**config.mk**
```make
export PLATFORM = sky130hd
export DESIGN_NAME = mecc_codec
export DESIGN_NICKNAME = d
export VERILOG_FILES = /design/src/mecc_pkg.sv /design/src/mecc_codec.sv
export VERILOG_INCLUDE_DIRS = /design/src /design/src/src
export SDC_FILE = /design/constraint.sdc
export NUM_CORES = 1
export LEC_CHECK = 0
export BUFFER_PORTS_ARGS = -buffer_cell sky130_fd_sc_hd__clkbuf_2
export CAP_MARGIN = 10
export CORE_ASPECT_RATIO = 1.75
export CORE_UTILIZATION = 45
export CTS_BUF_LIST = sky130_fd_sc_hd__clkbuf_2
export CTS_CLUSTER_SIZE = 24
export DETAILED_ROUTE_END_ITERATION = 10
export SLEW_MARGIN = 20
export SYNTH_ARGS = -nofsm -noshare
export SYNTH_HDL_FRONTEND = slang
export SYNTH_SLANG_ARGS = --single-unit
```
**constraint.sdc**
```tcl
create_clock -name aclk -period 5.61 [get_ports aclk]
set_clock_uncertainty 0.2 [all_clocks]
set_input_delay 0.8415 -clock aclk [delete_from_list [all_inputs] [get_ports aclk]]
set_output_delay 0.8415 -clock aclk [all_outputs]
set_load 0.01 [all_outputs]
```
**src/mecc_cfg.svh**
```systemverilog
// constants of the control change codec: offsets, codes, values, resets
// assumes inclusion by bare name from the package and the design
`ifndef MECC_CFG_SVH
`define MECC_CFG_SVH
// ****************************************
// register byte offsets
// ****************************************
`define MECC_OFF_CTRL 8'h00
`define MECC_OFF_KNOB 8'h04
`define MECC_OFF_TMASK 8'h08
`define MECC_OFF_EN 8'h0C
`define MECC_OFF_OSC 8'h10
`define MECC_OFF_STAT 8'h14
// ****************************************
// reset values
// ****************************************
`define MECC_RST_CTRL 32'h0000_0000
`define MECC_RST_KNOB 32'h1514_1311
`define MECC_RST_TMASK 32'h0000_0000
`define MECC_RST_EN 32'h0000_03FF
`define MECC_RST_OSC 32'h0000_7F7F
// ****************************************
// message codes and controller numbers
// ****************************************
`define MECC_STATUS_CC 4'hB
`define MECC_CC_FOOT 7'h04
`define MECC_CC_EFF1 7'h0C
`define MECC_CC_EFF2 7'h0D
`define MECC_CC_RIBBON 7'h10
`define MECC_CC_SLIDER 7'h12
`define MECC_CC_DAMPER 7'h40
`define MECC_CC_SOST 7'h42
`define MECC_CC_SOFT 7'h43
`define MECC_CC_SW1 7'h50
`define MECC_CC_SW2 7'h51
`define MECC_CC_FSW 7'h52
`define MECC_CC_SEND2 7'h5B
`define MECC_CC_IFX 7'h5C
`define MECC_CC_SEND1 7'h5D
`define MECC_CC_MFX 7'h5E
`define MECC_CC_TFX 7'h5F
`define MECC_CC_MAX 7'h77
`define MECC_VAL_ON 7'h7F
`define MECC_VAL_OFF 7'h00
`define MECC_RESP_OK 2'h0
`define MECC_RESP_ERR 2'h2
`endif

```
**src/mecc_pkg.sv**
```systemverilog
// types of the control change codec
// assumes the constants header is on the include path
`include "mecc_cfg.svh"
package mecc_pkg;
  typedef enum logic [1:0] {
    MECC_RX_IDLE = 2'b00,
    MECC_RX_STAT = 2'b01,
    MECC_RX_NUM = 2'b10
  } mecc_rx_t;
  typedef enum logic [1:0] {
    MECC_PROG = 2'b00,
    MECC_COMBI = 2'b01,
    MECC_SEQ = 2'b10
  } mecc_mode_t;
endpackage : mecc_pkg

```
**src/mecc_codec.sv**
```systemverilog
// control change codec: encodes local controls, decodes received messages
// assumes a byte stream link, one clock, synchronous active low reset
`include "mecc_cfg.svh"
`timescale 1ns/1ns
`default_nettype none
module mecc_codec (
  input wire logic aclk,
  input wire logic aresetn,
  input wire logic [7:0] s_axi_awaddr,
  input wire logic s_axi_awvalid,
  output logic s_axi_awready,
  input wire logic [31:0] s_axi_wdata,
  input wire logic [3:0] s_axi_wstrb,
  input wire logic s_axi_wvalid,
  output logic s_axi_wready,
  output logic [1:0] s_axi_bresp,
  output logic s_axi_bvalid,
  input wire logic s_axi_bready,
  input wire logic [7:0] s_axi_araddr,
  input wire logic s_axi_arvalid,
  output logic s_axi_arready,
  output logic [31:0] s_axi_rdata,
  output logic [1:0] s_axi_rresp,
  output logic s_axi_rvalid,
  input wire logic s_axi_rready,
  input wire logic rx_valid,
  input wire logic [7:0] rx_byte,
  output logic tx_valid,
  output logic [7:0] tx_byte,
  input wire logic tx_ready,
  input wire logic ev_valid,
  input wire logic [3:0] ev_src,
  input wire logic [6:0] ev_value,
  output logic ev_ready,
  output logic mod_valid,
  output logic [6:0] mod_cc,
  output logic [6:0] mod_value,
  output logic [6:0] damper_level,
  output logic sostenuto_on,
  output logic soft_on,
  output logic [2:0] switch_on,
  output logic [6:0] send1_level,
  output logic [6:0] send2_level,
  output logic [2:0] group_off
);
  // ****************************************
  // registers and state
  // ****************************************
  logic [31:0] ctrl_reg, knob_reg, tmask_reg, en_reg, osc_reg;
  logic aw_got_reg, w_got_reg;
  logic [7:0] aw_addr_reg;
  logic [31:0] w_data_reg;
  logic [3:0] w_strb_reg;
  mecc_pkg::mecc_rx_t rx_st_reg;
  logic [3:0] rx_ch_reg;
  logic [6:0] rx_num_reg, rx_cc_reg, rx_val_reg;
  logic rx_go_reg;
  logic ev_pend_reg, ev_tx_reg;
  logic [6:0] ev_cc_reg, ev_val_reg;
  logic [2:0] grp_pend_reg, grp_done;
  logic [1:0] tx_cnt_reg, grp_sel;
  logic [15:0] tx_rest_reg;
  logic [6:0] send1_raw_reg, send2_raw_reg;
  logic [3:0] gch;
  logic prog_mode, ev_fire, app_go, do_wr;
  logic [6:0] app_cc, app_val, ev_cc_next, ev_val_next;
  logic ev_ok_next;
  logic [31:0] wr_merged;
  assign gch = ctrl_reg[3:0];
  assign prog_mode = ctrl_reg[5:4] == mecc_pkg::MECC_PROG;
  // ****************************************
  // helper functions
  // ****************************************
  // enable class bit guarding a controller, true when unguarded
  function automatic logic cls_ok(input logic [6:0] cc,
                                  input logic [31:0] en,
                                  input logic [31:0] kn);
    logic r;
    r = 1'b1;
    case (cc)
      `MECC_CC_FOOT: r = en[0];
      `MECC_CC_DAMPER: r = en[1];
      `MECC_CC_SW1: r = en[2];
      `MECC_CC_SW2: r = en[3];
      `MECC_CC_FSW: r = en[4];
      `MECC_CC_RIBBON: r = en[6];
      `MECC_CC_SEND1, `MECC_CC_SEND2: r = en[7];
      `MECC_CC_EFF1, `MECC_CC_EFF2: r = en[8];
      `MECC_CC_SOST, `MECC_CC_SOFT: r = en[9];
      default: r = 1'b1;
    endcase
    if (cc == kn[6:0] || cc == kn[14:8] || cc == kn[22:16] ||
        cc == kn[30:24]) begin
      r = en[5];
    end
    return r;
  endfunction : cls_ok
  // scaled send level in combi/seq, raw in program mode
  function automatic logic [6:0] send_eff(input logic [6:0] raw,
                                          input logic [6:0] osc,
                                          input logic prog);
    logic [13:0] p;
    p = raw * osc;
    return prog ? raw : p[13:7];
  endfunction : send_eff
  // clamp a knob assignment to the highest allowed controller
  function automatic logic [6:0] knob_lim(input logic [6:0] v);
    return (v > `MECC_CC_MAX) ? `MECC_CC_MAX : v;
  endfunction : knob_lim
  // ****************************************
  // axi4-lite write channel
  // ****************************************
  assign do_wr = aw_got_reg && w_got_reg && !s_axi_bvalid;
  always_comb begin
    wr_merged = 32'h0000_0000;
    for (int i = 0; i < 4; i++) begin
      wr_merged[i*8 +: 8] = w_strb_reg[i] ? w_data_reg[i*8 +: 8] : 8'h00;
    end
  end
  // address and data latch in either order, response after both
  always_ff @(posedge aclk) begin
    if (!aresetn) begin
      aw_got_reg <= 1'b0;
      w_got_reg <= 1'b0;
      aw_addr_reg <= 8'h00;
      w_data_reg <= 32'h0000_0000;
      w_strb_reg <= 4'h0;
      s_axi_awready <= 1'b0;
      s_axi_wready <= 1'b0;
      s_axi_bvalid <= 1'b0;
      s_axi_bresp <= `MECC_RESP_OK;
    end else begin
      s_axi_awready <= !aw_got_reg && !s_axi_awready && !s_axi_bvalid;
      s_axi_wready <= !w_got_reg && !s_axi_wready && !s_axi_bvalid;
      if (s_axi_awvalid && s_axi_awready) begin
        aw_got_reg <= 1'b1;
        aw_addr_reg <= s_axi_awaddr;
        s_axi_awready <= 1'b0;
      end
      if (s_axi_wvalid && s_axi_wready) begin
        w_got_reg <= 1'b1;
        w_data_reg <= s_axi_wdata;
        w_strb_reg <= s_axi_wstrb;
        s_axi_wready <= 1'b0;
      end
      if (do_wr) begin
        aw_got_reg <= 1'b0;
        w_got_reg <= 1'b0;
        s_axi_bvalid <= 1'b1;
        case (aw_addr_reg)
          `MECC_OFF_CTRL, `MECC_OFF_KNOB, `MECC_OFF_TMASK,
          `MECC_OFF_EN, `MECC_OFF_OSC: s_axi_bresp <= `MECC_RESP_OK;
          default: s_axi_bresp <= `MECC_RESP_ERR;
        endcase
      end
      if (s_axi_bvalid && s_axi_bready) begin
        s_axi_bvalid <= 1'b0;
      end
    end
  end
  // software registers, unstrobed bytes written as zero
  always_ff @(posedge aclk) begin
    if (!aresetn) begin
      ctrl_reg <= `MECC_RST_CTRL;
      knob_reg <= `MECC_RST_KNOB;
      tmask_reg <= `MECC_RST_TMASK;
      en_reg <= `MECC_RST_EN;
      osc_reg <= `MECC_RST_OSC;
    end else if (do_wr) begin
      case (aw_addr_reg)
        `MECC_OFF_CTRL: ctrl_reg <= {20'h00000, wr_merged[11:0]};
        `MECC_OFF_KNOB: begin
          knob_reg <= {1'b0, knob_lim(wr_merged[30:24]),
                       1'b0, knob_lim(wr_merged[22:16]),
                       1'b0, knob_lim(wr_merged[14:8]),
                       1'b0, knob_lim(wr_merged[6:0])};
        end
        `MECC_OFF_TMASK: tmask_reg <= {16'h0000, wr_merged[15:0]};
        `MECC_OFF_EN: en_reg <= {22'h000000, wr_merged[9:0]};
        `MECC_OFF_OSC: osc_reg <= {17'h00000, wr_merged[14:8],
                                   1'b0, wr_merged[6:0]};
        default: ;
      endcase
    end
  end
  // ****************************************
  // axi4-lite read channel
  // ****************************************
  always_ff @(posedge aclk) begin
    if (!aresetn) begin
      s_axi_arready <= 1'b0;
      s_axi_rvalid <= 1'b0;
      s_axi_rdata <= 32'h0000_0000;
      s_axi_rresp <= `MECC_RESP_OK;
    end else begin
      s_axi_arready <= !s_axi_arready && !s_axi_rvalid;
      if (s_axi_arvalid && s_axi_arready) begin
        s_axi_arready <= 1'b0;
        s_axi_rvalid <= 1'b1;
        s_axi_rresp <= `MECC_RESP_OK;
        case (s_axi_araddr)
          `MECC_OFF_CTRL: s_axi_rdata <= ctrl_reg;
          `MECC_OFF_KNOB: s_axi_rdata <= knob_reg;
          `MECC_OFF_TMASK: s_axi_rdata <= tmask_reg;
          `MECC_OFF_EN: s_axi_rdata <= en_reg;
          `MECC_OFF_OSC: s_axi_rdata <= osc_reg;
          `MECC_OFF_STAT: begin
            s_axi_rdata <= {1'b0, send2_level, 1'b0, send1_level,
                            1'b0, damper_level, switch_on, soft_on,
                            sostenuto_on, group_off};
          end
          default: begin
            s_axi_rdata <= 32'h0000_0000;
            s_axi_rresp <= `MECC_RESP_ERR;
          end
        endcase
      end
      if (s_axi_rvalid && s_axi_rready) begin
        s_axi_rvalid <= 1'b0;
      end
    end
  end
  // ****************************************
  // receive parser
  // ****************************************
  // status, number, value with running status kept
  always_ff @(posedge aclk) begin
    if (!aresetn) begin
      rx_st_reg <= mecc_pkg::MECC_RX_IDLE;
      rx_ch_reg <= 4'h0;
      rx_num_reg <= 7'h00;
      rx_cc_reg <= 7'h00;
      rx_val_reg <= 7'h00;
      rx_go_reg <= 1'b0;
    end else begin
      rx_go_reg <= 1'b0;
      if (rx_valid) begin
        if (rx_byte[7]) begin
          rx_ch_reg <= rx_byte[3:0];
          rx_st_reg <= (rx_byte[7:4] == `MECC_STATUS_CC) ?
                       mecc_pkg::MECC_RX_STAT : mecc_pkg::MECC_RX_IDLE;
        end else begin
          case (rx_st_reg)
            mecc_pkg::MECC_RX_STAT: begin
              rx_num_reg <= rx_byte[6:0];
              rx_st_reg <= mecc_pkg::MECC_RX_NUM;
            end
            mecc_pkg::MECC_RX_NUM: begin
              rx_cc_reg <= rx_num_reg;
              rx_val_reg <= rx_byte[6:0];
              rx_st_reg <= mecc_pkg::MECC_RX_STAT;
              if (rx_num_reg == `MECC_CC_IFX || rx_num_reg == `MECC_CC_MFX ||
                  rx_num_reg == `MECC_CC_TFX) begin
                rx_go_reg <= rx_ch_reg == gch;
              end else begin
                rx_go_reg <= rx_ch_reg == gch ||
                             (!prog_mode && tmask_reg[rx_ch_reg] &&
                              cls_ok(rx_num_reg, en_reg, knob_reg));
              end
            end
            default: rx_st_reg <= mecc_pkg::MECC_RX_IDLE;
          endcase
        end
      end
    end
  end
  // ****************************************
  // local controller events
  // ****************************************
  // controller number, value and send permission of a local source
  always_comb begin
    ev_cc_next = `MECC_CC_FOOT;
    ev_val_next = ev_value;
    ev_ok_next = 1'b1;
    case (ev_src)
      4'h0: ev_ok_next = ctrl_reg[7];
      4'h1: ev_cc_next = `MECC_CC_DAMPER;
      4'h2: ev_cc_next = `MECC_CC_SW1;
      4'h3: ev_cc_next = `MECC_CC_SW2;
      4'h4: ev_cc_next = `MECC_CC_FSW;
      4'h5: ev_cc_next = `MECC_CC_SOFT;
      4'h6: begin
        ev_cc_next = `MECC_CC_SLIDER;
        ev_ok_next = ctrl_reg[6];
      end
      4'h7: ev_cc_next = knob_reg[6:0];
      4'h8: ev_cc_next = knob_reg[14:8];
      4'h9: ev_cc_next = knob_reg[22:16];
      4'hA: ev_cc_next = knob_reg[30:24];
      4'hB: ev_cc_next = `MECC_CC_EFF1;
      4'hC: ev_cc_next = `MECC_CC_EFF2;
      4'hD: ev_cc_next = `MECC_CC_SEND1;
      4'hE: ev_cc_next = `MECC_CC_SEND2;
      default: ev_cc_next = `MECC_CC_SOST;
    endcase
    if (ev_src >= 4'h7 && ev_src <= 4'hA) begin
      ev_ok_next = ctrl_reg[11];
    end
    if ((ev_src >= 4'h2 && ev_src <= 4'h4) || ev_src == 4'hF) begin
      ev_val_next = (ev_value != 7'h00) ? `MECC_VAL_ON : `MECC_VAL_OFF;
    end
    if (ev_src == 4'h5) begin
      ev_val_next = `MECC_VAL_ON;
    end
  end
  assign ev_fire = ev_pend_reg && !rx_go_reg && tx_cnt_reg == 2'd0 &&
                   grp_pend_reg == 3'b000;
  // highest pending group first, only that one cleared as it starts
  assign grp_sel = grp_pend_reg[2] ? 2'd2 : {1'b0, grp_pend_reg[1]};
  assign grp_done = (tx_cnt_reg == 2'd0) ? 3'b001 << grp_sel : 3'b000;
  // hold one event until the encoder and the apply path are free
  always_ff @(posedge aclk) begin
    if (!aresetn) begin
      ev_pend_reg <= 1'b0;
      ev_tx_reg <= 1'b0;
      ev_cc_reg <= 7'h00;
      ev_val_reg <= 7'h00;
      ev_ready <= 1'b0;
    end else begin
      if (ev_valid && ev_ready) begin
        ev_pend_reg <= 1'b1;
        ev_ready <= 1'b0;
        ev_cc_reg <= ev_cc_next;
        ev_val_reg <= ev_val_next;
        ev_tx_reg <= ev_ok_next && (prog_mode ||
                     cls_ok(ev_cc_next, en_reg, knob_reg));
      end else if (ev_fire) begin
        ev_pend_reg <= 1'b0;
      end else begin
        ev_ready <= !ev_pend_reg;
      end
    end
  end
  // ****************************************
  // transmit encoder
  // ****************************************
  // group messages first, then the held local event
  always_ff @(posedge aclk) begin
    if (!aresetn) begin
      grp_pend_reg <= 3'b000;
      tx_cnt_reg <= 2'd0;
      tx_rest_reg <= 16'h0000;
      tx_valid <= 1'b0;
      tx_byte <= 8'h00;
    end else begin
      if (tx_valid && tx_ready) begin
        tx_valid <= tx_cnt_reg != 2'd1;
        tx_byte <= tx_rest_reg[15:8];
        tx_rest_reg <= {tx_rest_reg[7:0], 8'h00};
        tx_cnt_reg <= tx_cnt_reg - 2'd1;
      end else if (tx_cnt_reg == 2'd0 && grp_pend_reg != 3'b000) begin
        tx_valid <= 1'b1;
        tx_cnt_reg <= 2'd3;
        tx_byte <= {`MECC_STATUS_CC, gch};
        grp_pend_reg <= grp_pend_reg & ~grp_done;
        tx_rest_reg[15:8] <= {1'b0, grp_sel[1] ? `MECC_CC_TFX :
                              grp_sel[0] ? `MECC_CC_MFX : `MECC_CC_IFX};
        tx_rest_reg[7:0] <= {1'b0, ctrl_reg[8 + grp_sel] ?
                             `MECC_VAL_OFF : `MECC_VAL_ON};
      end else if (ev_fire && ev_tx_reg) begin
        tx_valid <= 1'b1;
        tx_cnt_reg <= 2'd3;
        tx_byte <= {`MECC_STATUS_CC, gch};
        tx_rest_reg <= {1'b0, ev_cc_reg, 1'b0, ev_val_reg};
      end
      if (do_wr && aw_addr_reg == `MECC_OFF_CTRL) begin
        grp_pend_reg <= (grp_pend_reg & ~grp_done) |
                        (ctrl_reg[10:8] ^ wr_merged[10:8]);
      end
    end
  end
  // ****************************************
  // apply path shared by received and local controls
  // ****************************************
  assign app_go = rx_go_reg || ev_fire;
  assign app_cc = rx_go_reg ? rx_cc_reg : ev_cc_reg;
  assign app_val = rx_go_reg ? rx_val_reg : ev_val_reg;
  // controller state and modulation pulse toward the sound engine
  always_ff @(posedge aclk) begin
    if (!aresetn) begin
      mod_valid <= 1'b0;
      mod_cc <= 7'h00;
      mod_value <= 7'h00;
      damper_level <= 7'h00;
      sostenuto_on <= 1'b0;
      soft_on <= 1'b0;
      switch_on <= 3'b000;
      send1_raw_reg <= 7'h00;
      send2_raw_reg <= 7'h00;
      group_off <= 3'b000;
    end else begin
      mod_valid <= app_go;
      if (app_go) begin
        mod_cc <= app_cc;
        mod_value <= app_val;
        case (app_cc)
          `MECC_CC_DAMPER: damper_level <= app_val;
          `MECC_CC_SOST: sostenuto_on <= app_val[6];
          `MECC_CC_SOFT: soft_on <= app_val[6];
          `MECC_CC_SW1: switch_on[0] <= app_val[6];
          `MECC_CC_SW2: switch_on[1] <= app_val[6];
          `MECC_CC_FSW: switch_on[2] <= app_val[6];
          `MECC_CC_SEND1: send1_raw_reg <= app_val;
          `MECC_CC_SEND2: send2_raw_reg <= app_val;
          `MECC_CC_IFX: group_off[0] <= app_val == 7'h00;
          `MECC_CC_MFX: group_off[1] <= app_val == 7'h00;
          `MECC_CC_TFX: group_off[2] <= app_val == 7'h00;
          default: ;
        endcase
      end
      if (do_wr && aw_addr_reg == `MECC_OFF_CTRL) begin
        group_off <= wr_merged[10:8];
      end
    end
  end
  // effective send levels toward the two master effects
  always_ff @(posedge aclk) begin
    if (!aresetn) begin
      send1_level <= 7'h00;
      send2_level <= 7'h00;
    end else begin
      send1_level <= send_eff(send1_raw_reg, osc_reg[6:0], prog_mode);
      send2_level <= send_eff(send2_raw_reg, osc_reg[14:8], prog_mode);
    end
  end
endmodule : mecc_codec
`default_nettype wire

```
* Word level (Yosys, flattened, before mapping)
Index checks and enable logic that the tools add are counted.
Word-level totals: flip-flop bits (word level) 298, input bits 81, output and inout bits 95, word-level logic and storage cells 318
Operators by class: add/subtract/negate cells 2, multipliers 2, $lt $le $gt $ge 10, equal/unequal tests 76, shifts and indexed selects 1, multiplexer cells 67, bitwise operators 8, reduce and logical (&&, ||, !) cells 101
Operators by type and width (number):
- 7-bit == test (second input constant) | 30
- 31-bit case mux with 6 select lines | 1
- 7-bit case mux with 15 select lines | 1
- 7-bit 2-to-1 mux | 14
- 7-bit == test | 8
- 16-bit 2-to-1 mux | 3
- 8-bit 2-to-1 mux | 5
- 4-bit == test (second input constant) | 9
- 2-bit AND reduction | 18
- 8-bit by 4-bit == test with 1-bit output (second input constant) | 4
- 7-bit by 4-bit == test with 1-bit output (second input constant) | 4
- 7-bit greater-than comparator (second input constant) | 4
- 7-bit by 7-bit multiplier with 14-bit output | 2
- 2-bit OR reduction | 14
- 1-bit logical AND | 25
- 8-bit by 5-bit == test with 1-bit output (second input constant) | 3
- 1-bit 2-to-1 mux | 22
- 2-bit 2-to-1 mux | 9
- 3-bit 2-to-1 mux | 6
- 1-bit case mux with 9 select lines | 2
- 4-bit by 3-bit == test with 1-bit output (second input constant) | 4
- 8-bit by 3-bit == test with 1-bit output (second input constant) | 2
- 8-bit zero test | 2
- 7-bit by 3-bit == test with 1-bit output (second input constant) | 2
- other kinds (38) | 73

* Longest topological paths before layout
depth in word-level cells 13, depth in mapped cells 18, depth with buffers taken out 17

* Least setup slack after synthesis
Ideal clock, no wire load.
path type register to register, start point register osc_reg[6], end point register send1_level[6], setup time 132 ps, arrival time 4318 ps, data required time 5278 ps, path slack 961 ps, cell stages (with the launch flop) 18, path buffers 1, period minus slack after synthesis 4649 ps, cells stage by stage dfxtp_1 -> clkbuf_1 -> nand2_1 -> fa_1 -> fa_1 -> inv_1 -> fa_1 -> inv_1 -> fa_1 -> inv_1 -> ha_1 -> a211oi_1 -> nor2_1 -> o41ai_1 -> o21bai_1 -> a21o_1 -> xnor2_1 -> a21oi_1
Between the ends: word-level cells in the longest chain between the ends 2
RTL lines:
- start: declaration | RTL line mecc_codec.sv:49 | logic [31:0] ctrl_reg, knob_reg, tmask_reg, en_reg, osc_reg;
- start signal: assignment | RTL line mecc_codec.sv:168 | osc_reg <= `MECC_RST_OSC;
- start signal: assignment | RTL line mecc_codec.sv:180 | `MECC_OFF_OSC: osc_reg <= {17'h00000, wr_merged[14:8],
- 7-bit by 7-bit multiplier with 14-bit output | RTL line mecc_codec.sv:103 | p = raw * osc;
- 7-bit 2-to-1 mux | RTL line mecc_codec.sv:104 | return prog ? raw : p[13:7];
- end signal: assignment | RTL line mecc_codec.sv:422 | send1_level <= send_eff(send1_raw_reg, osc_reg[6:0], prog_mode);
- end: declaration | RTL line mecc_codec.sv:42 | output logic [6:0] send1_level,
Every way passes these cells. A chain may end at the register's enable or synchronous reset.

* Worst setup path after layout
start point register osc_reg[3], end point register send1_level[6]
The elaborated chain is that of the path after synthesis.

==> impl_metrics.env <==
export IMPL_worstPathMaxFanout=9
export IMPL_dieArea_sq_mm=0.0371
export IMPL_avgSynthCellArea_sq_um=8.15
export IMPL_yosys_area_top_type_share_pct=35.8
export IMPL_yosysMostFrequentCell="nand2_1"
export IMPL_fin_cells=2700
export IMPL_grt_ovfl_total=0
export IMPL_ys_ff_latch=292
export IMPL_ys_warn_count=0
export IMPL_netlist_area_sq_mm=0.0163
export IMPL_drv_cap=0
export IMPL_slew_headroom_pct=26.4
export IMPL_wire_per_inst_um=20.5
export IMPL_crit_start="osc_reg[3]"
export IMPL_drc=0
export IMPL_synth_commonest_cells="298 x nand2_1, 292 x dfxtp_1, 239 x nor2_1"
export IMPL_async_flop_share_pct=0
export IMPL_hp_class="primary input to flop"
export IMPL_root_buffer="clkbuf_2"
export IMPL_cts_buffers=71
export IMPL_ios=176
export IMPL_ys_types=85
export IMPL_grt_pass1_wl_mm=83.6
export IMPL_start_kind="flop"
export IMPL_dpl_hpwl_mm=40.8
export IMPL_ant_nets=0
export IMPL_synthTopCellsByArea="dfxtp_1 36%, nand2_1 6.8%, a21oi_1 5.7%, fa_1 5.6%, nor2_1 5.5%"
export IMPL_path_clk_slew_ns=0.12
export IMPL_drive_gt1_share_pct=14.9
export IMPL_row_count=92
export IMPL_dr_pass1_iters=7
export IMPL_setup_viol=0
export IMPL_drt_iter0_drc=919
export IMPL_syn_to_final_growth_pct=13.7
export IMPL_tritoncts="built"
export IMPL_antenna_found_initial=1
export IMPL_vias=15200
export IMPL_numPortBuffers=169
export IMPL_setup_tns_ns=0
export IMPL_p_leak_nw=7.80
export IMPL_cts_resized=0
export IMPL_worstSetupPathType="flop to flop"
export IMPL_placedCellCount=2519
export IMPL_grt_usage_pct=29.7
export IMPL_synth_edf_count=0
export IMPL_worstSetupEndpointType="flop"
export IMPL_yosys_area_top_type="dfxtp_1"
export IMPL_p_per_area_mw_per_mm2=213
export IMPL_vias_per_cell=5.64
export IMPL_gp_congestion=0.919
export IMPL_ys_flop_type="dfxtp_1"
export IMPL_num_fill_cells=3570
export IMPL_rsz0062_at_grt="no"
export IMPL_reg2reg_from="osc_reg[3]"
export IMPL_worstPathRequired_ns=6.23
export IMPL_die_w_um=146
export IMPL_yosysSeqAreaShare_pct=35.8
export IMPL_dieHeight_um=254
export IMPL_min_from="s_axi_awvalid"
export IMPL_grt_pass1_vias=14600
export IMPL_num_nets_final=2377
export IMPL_period_needed_ns=4.99
export IMPL_clk_path_buf_depth=3
export IMPL_grt_max_degree=118
export IMPL_worst_slew_pin_slew_ns=1.10
export IMPL_max_clock_freq_mhz=200
export IMPL_cts_htree_levels=3
export IMPL_clk_latency_ns=0.95
export IMPL_irDropWorstVdd_uv=112
export IMPL_wl_mm=55.3
export IMPL_drv_slew=0
export IMPL_core_area_sq_mm=0.0359
export IMPL_hold_violations=0
export IMPL_synthCells=2003
export IMPL_numClockSinks=292
export IMPL_worstPathArrival_ns=5.60
export IMPL_status="completed"
export IMPL_fin_crit_sh_pct=88.9
export IMPL_initial_core_util_pct=45.5
placed cells by master, fill, tap and decap left out, types with 10 or more instances in the layout:
master	netlist	final
a211oi_1	34	34
o22ai_1	11	11
nor2b_1	10	10
a311oi_1	12	12
and2_1	81	81
o211ai_1	32	32
nor2_1	239	238
ha_1	62	62
inv_1	60	60
nand3_1	49	49
a21oi_1	185	185
buf_4	5	13
nand2_1	298	298
xnor2_1	50	50
fa_1	46	46
o21ai_0	49	49
nor3_1	53	53
mux2i_1	54	54
dfxtp_1	292	292
xor2_1	22	22
nand2b_1	17	17
clkinv_1	1	13
a22oi_1	32	32
dlygate4sd3_1	0	65
nand4_1	23	23
a31oi_1	11	11
clkbuf_2	0	267
what timing repair did:
action / in CTS / in global routing
hold buffers: 65 / 0
buffers inserted: 0 / 0
endpoints found under the hold margin: 69 / 0
layout make-up:
cell class / instances / area [sq um] / area share, %
Antenna cell: 2 / 5.00 / 0.0270
Clock buffer: 98 / 490 / 2.64
Clock inverter: 15 / 83.8 / 0.451
Inverter: 62 / 238 / 1.28
Multi-Input combinational cell: 1511 / 9680 / 52.1
Sequential cell: 292 / 5850 / 31.5
Tap cell: 470 / 588 / 3.17
Timing Repair Buffer: 250 / 1640 / 8.83
where the power goes:
group / total (mW) / switching [mW] / leakage, nW / internal [mW]
clock network: 1.36 / 0.855 / 0.448 / 0.506
logic: 0.424 / 0.258 / 4.98 / 0.165
registers: 2.17 / 0.0484 / 2.36 / 2.12
total: 3.95 / 1.16 / 7.80 / 2.79
metal layers:
metal  GRT usage (%)  part of all wire, %  up-vias
li1                -                    -     7306
met1            31.9                   38     7267
met2            53.6                   51      498
met3            4.40                  4.3      167
met4            20.1                  6.3        0
met5               0                    0        -
stage by stage:
stage | utilization [%] | area (sq um) | power (mW) | setup WS, ns | hold slack (ns)
3_5_place_dp | 48.2 | 17300 | 2.60 | 0.585 | 0.244
6_report | 51.7 | 18600 | 3.95 | 0.622 | 0.0996
3_3_place_gp | 48.2 | 17300 | 2.59 | 0.667 | 0.238
2_1_floorplan | - | 16300 | 2.46 | 0.961 | 0.222
4_1_cts | 51.6 | 18500 | 3.98 | 0.559 | 0.00132
5_1_grt | 51.7 | 18600 | 4.12 | 0.329 | 0.0711
critical path: stages (launching register included):
cell      delay (ns)
dfxtp_1         0.50
and2_1          0.21
fa_1            0.40
ha_1            0.29
inv_1           0.05
fa_1            0.51
fa_1            0.54
inv_1           0.04
ha_1            0.29
nand4_1         0.10
o221ai_1        0.19
a211oi_1        0.28
nor2_1          0.12
o41ai_1         0.46
o21bai_1        0.18
a21o_1          0.24
xnor2_1         0.16
a21oi_1         0.08
cell families (layout without fill, tap and decap cells):
logic type,Yosys count,count (layout),share of synthesized area (%)
multiplexers,68,68,4.62
buffers and inverters,203,425,5.20
AND/OR/NAND/NOR,823,823,22.9
adder cells (fa/ha/maj),108,108,10.4
AO/OA/AOI/OAI,436,436,17.2
other,1,6,0.0230
flip-flops,292,292,35.8
XOR/XNOR,72,72,3.86
path summary, 6_finish.rpt:
check,depth (start not counted),end,slack [ns]
hold / removal,3,aw_addr_reg[3],0.1
setup reg to reg,17,send1_level[6],0.62
setup / recovery,17,send1_level[6],0.62
hold reg to reg,2,aw_addr_reg[1],0.26
No activity file was read; power rests on OpenSTA's default activity.
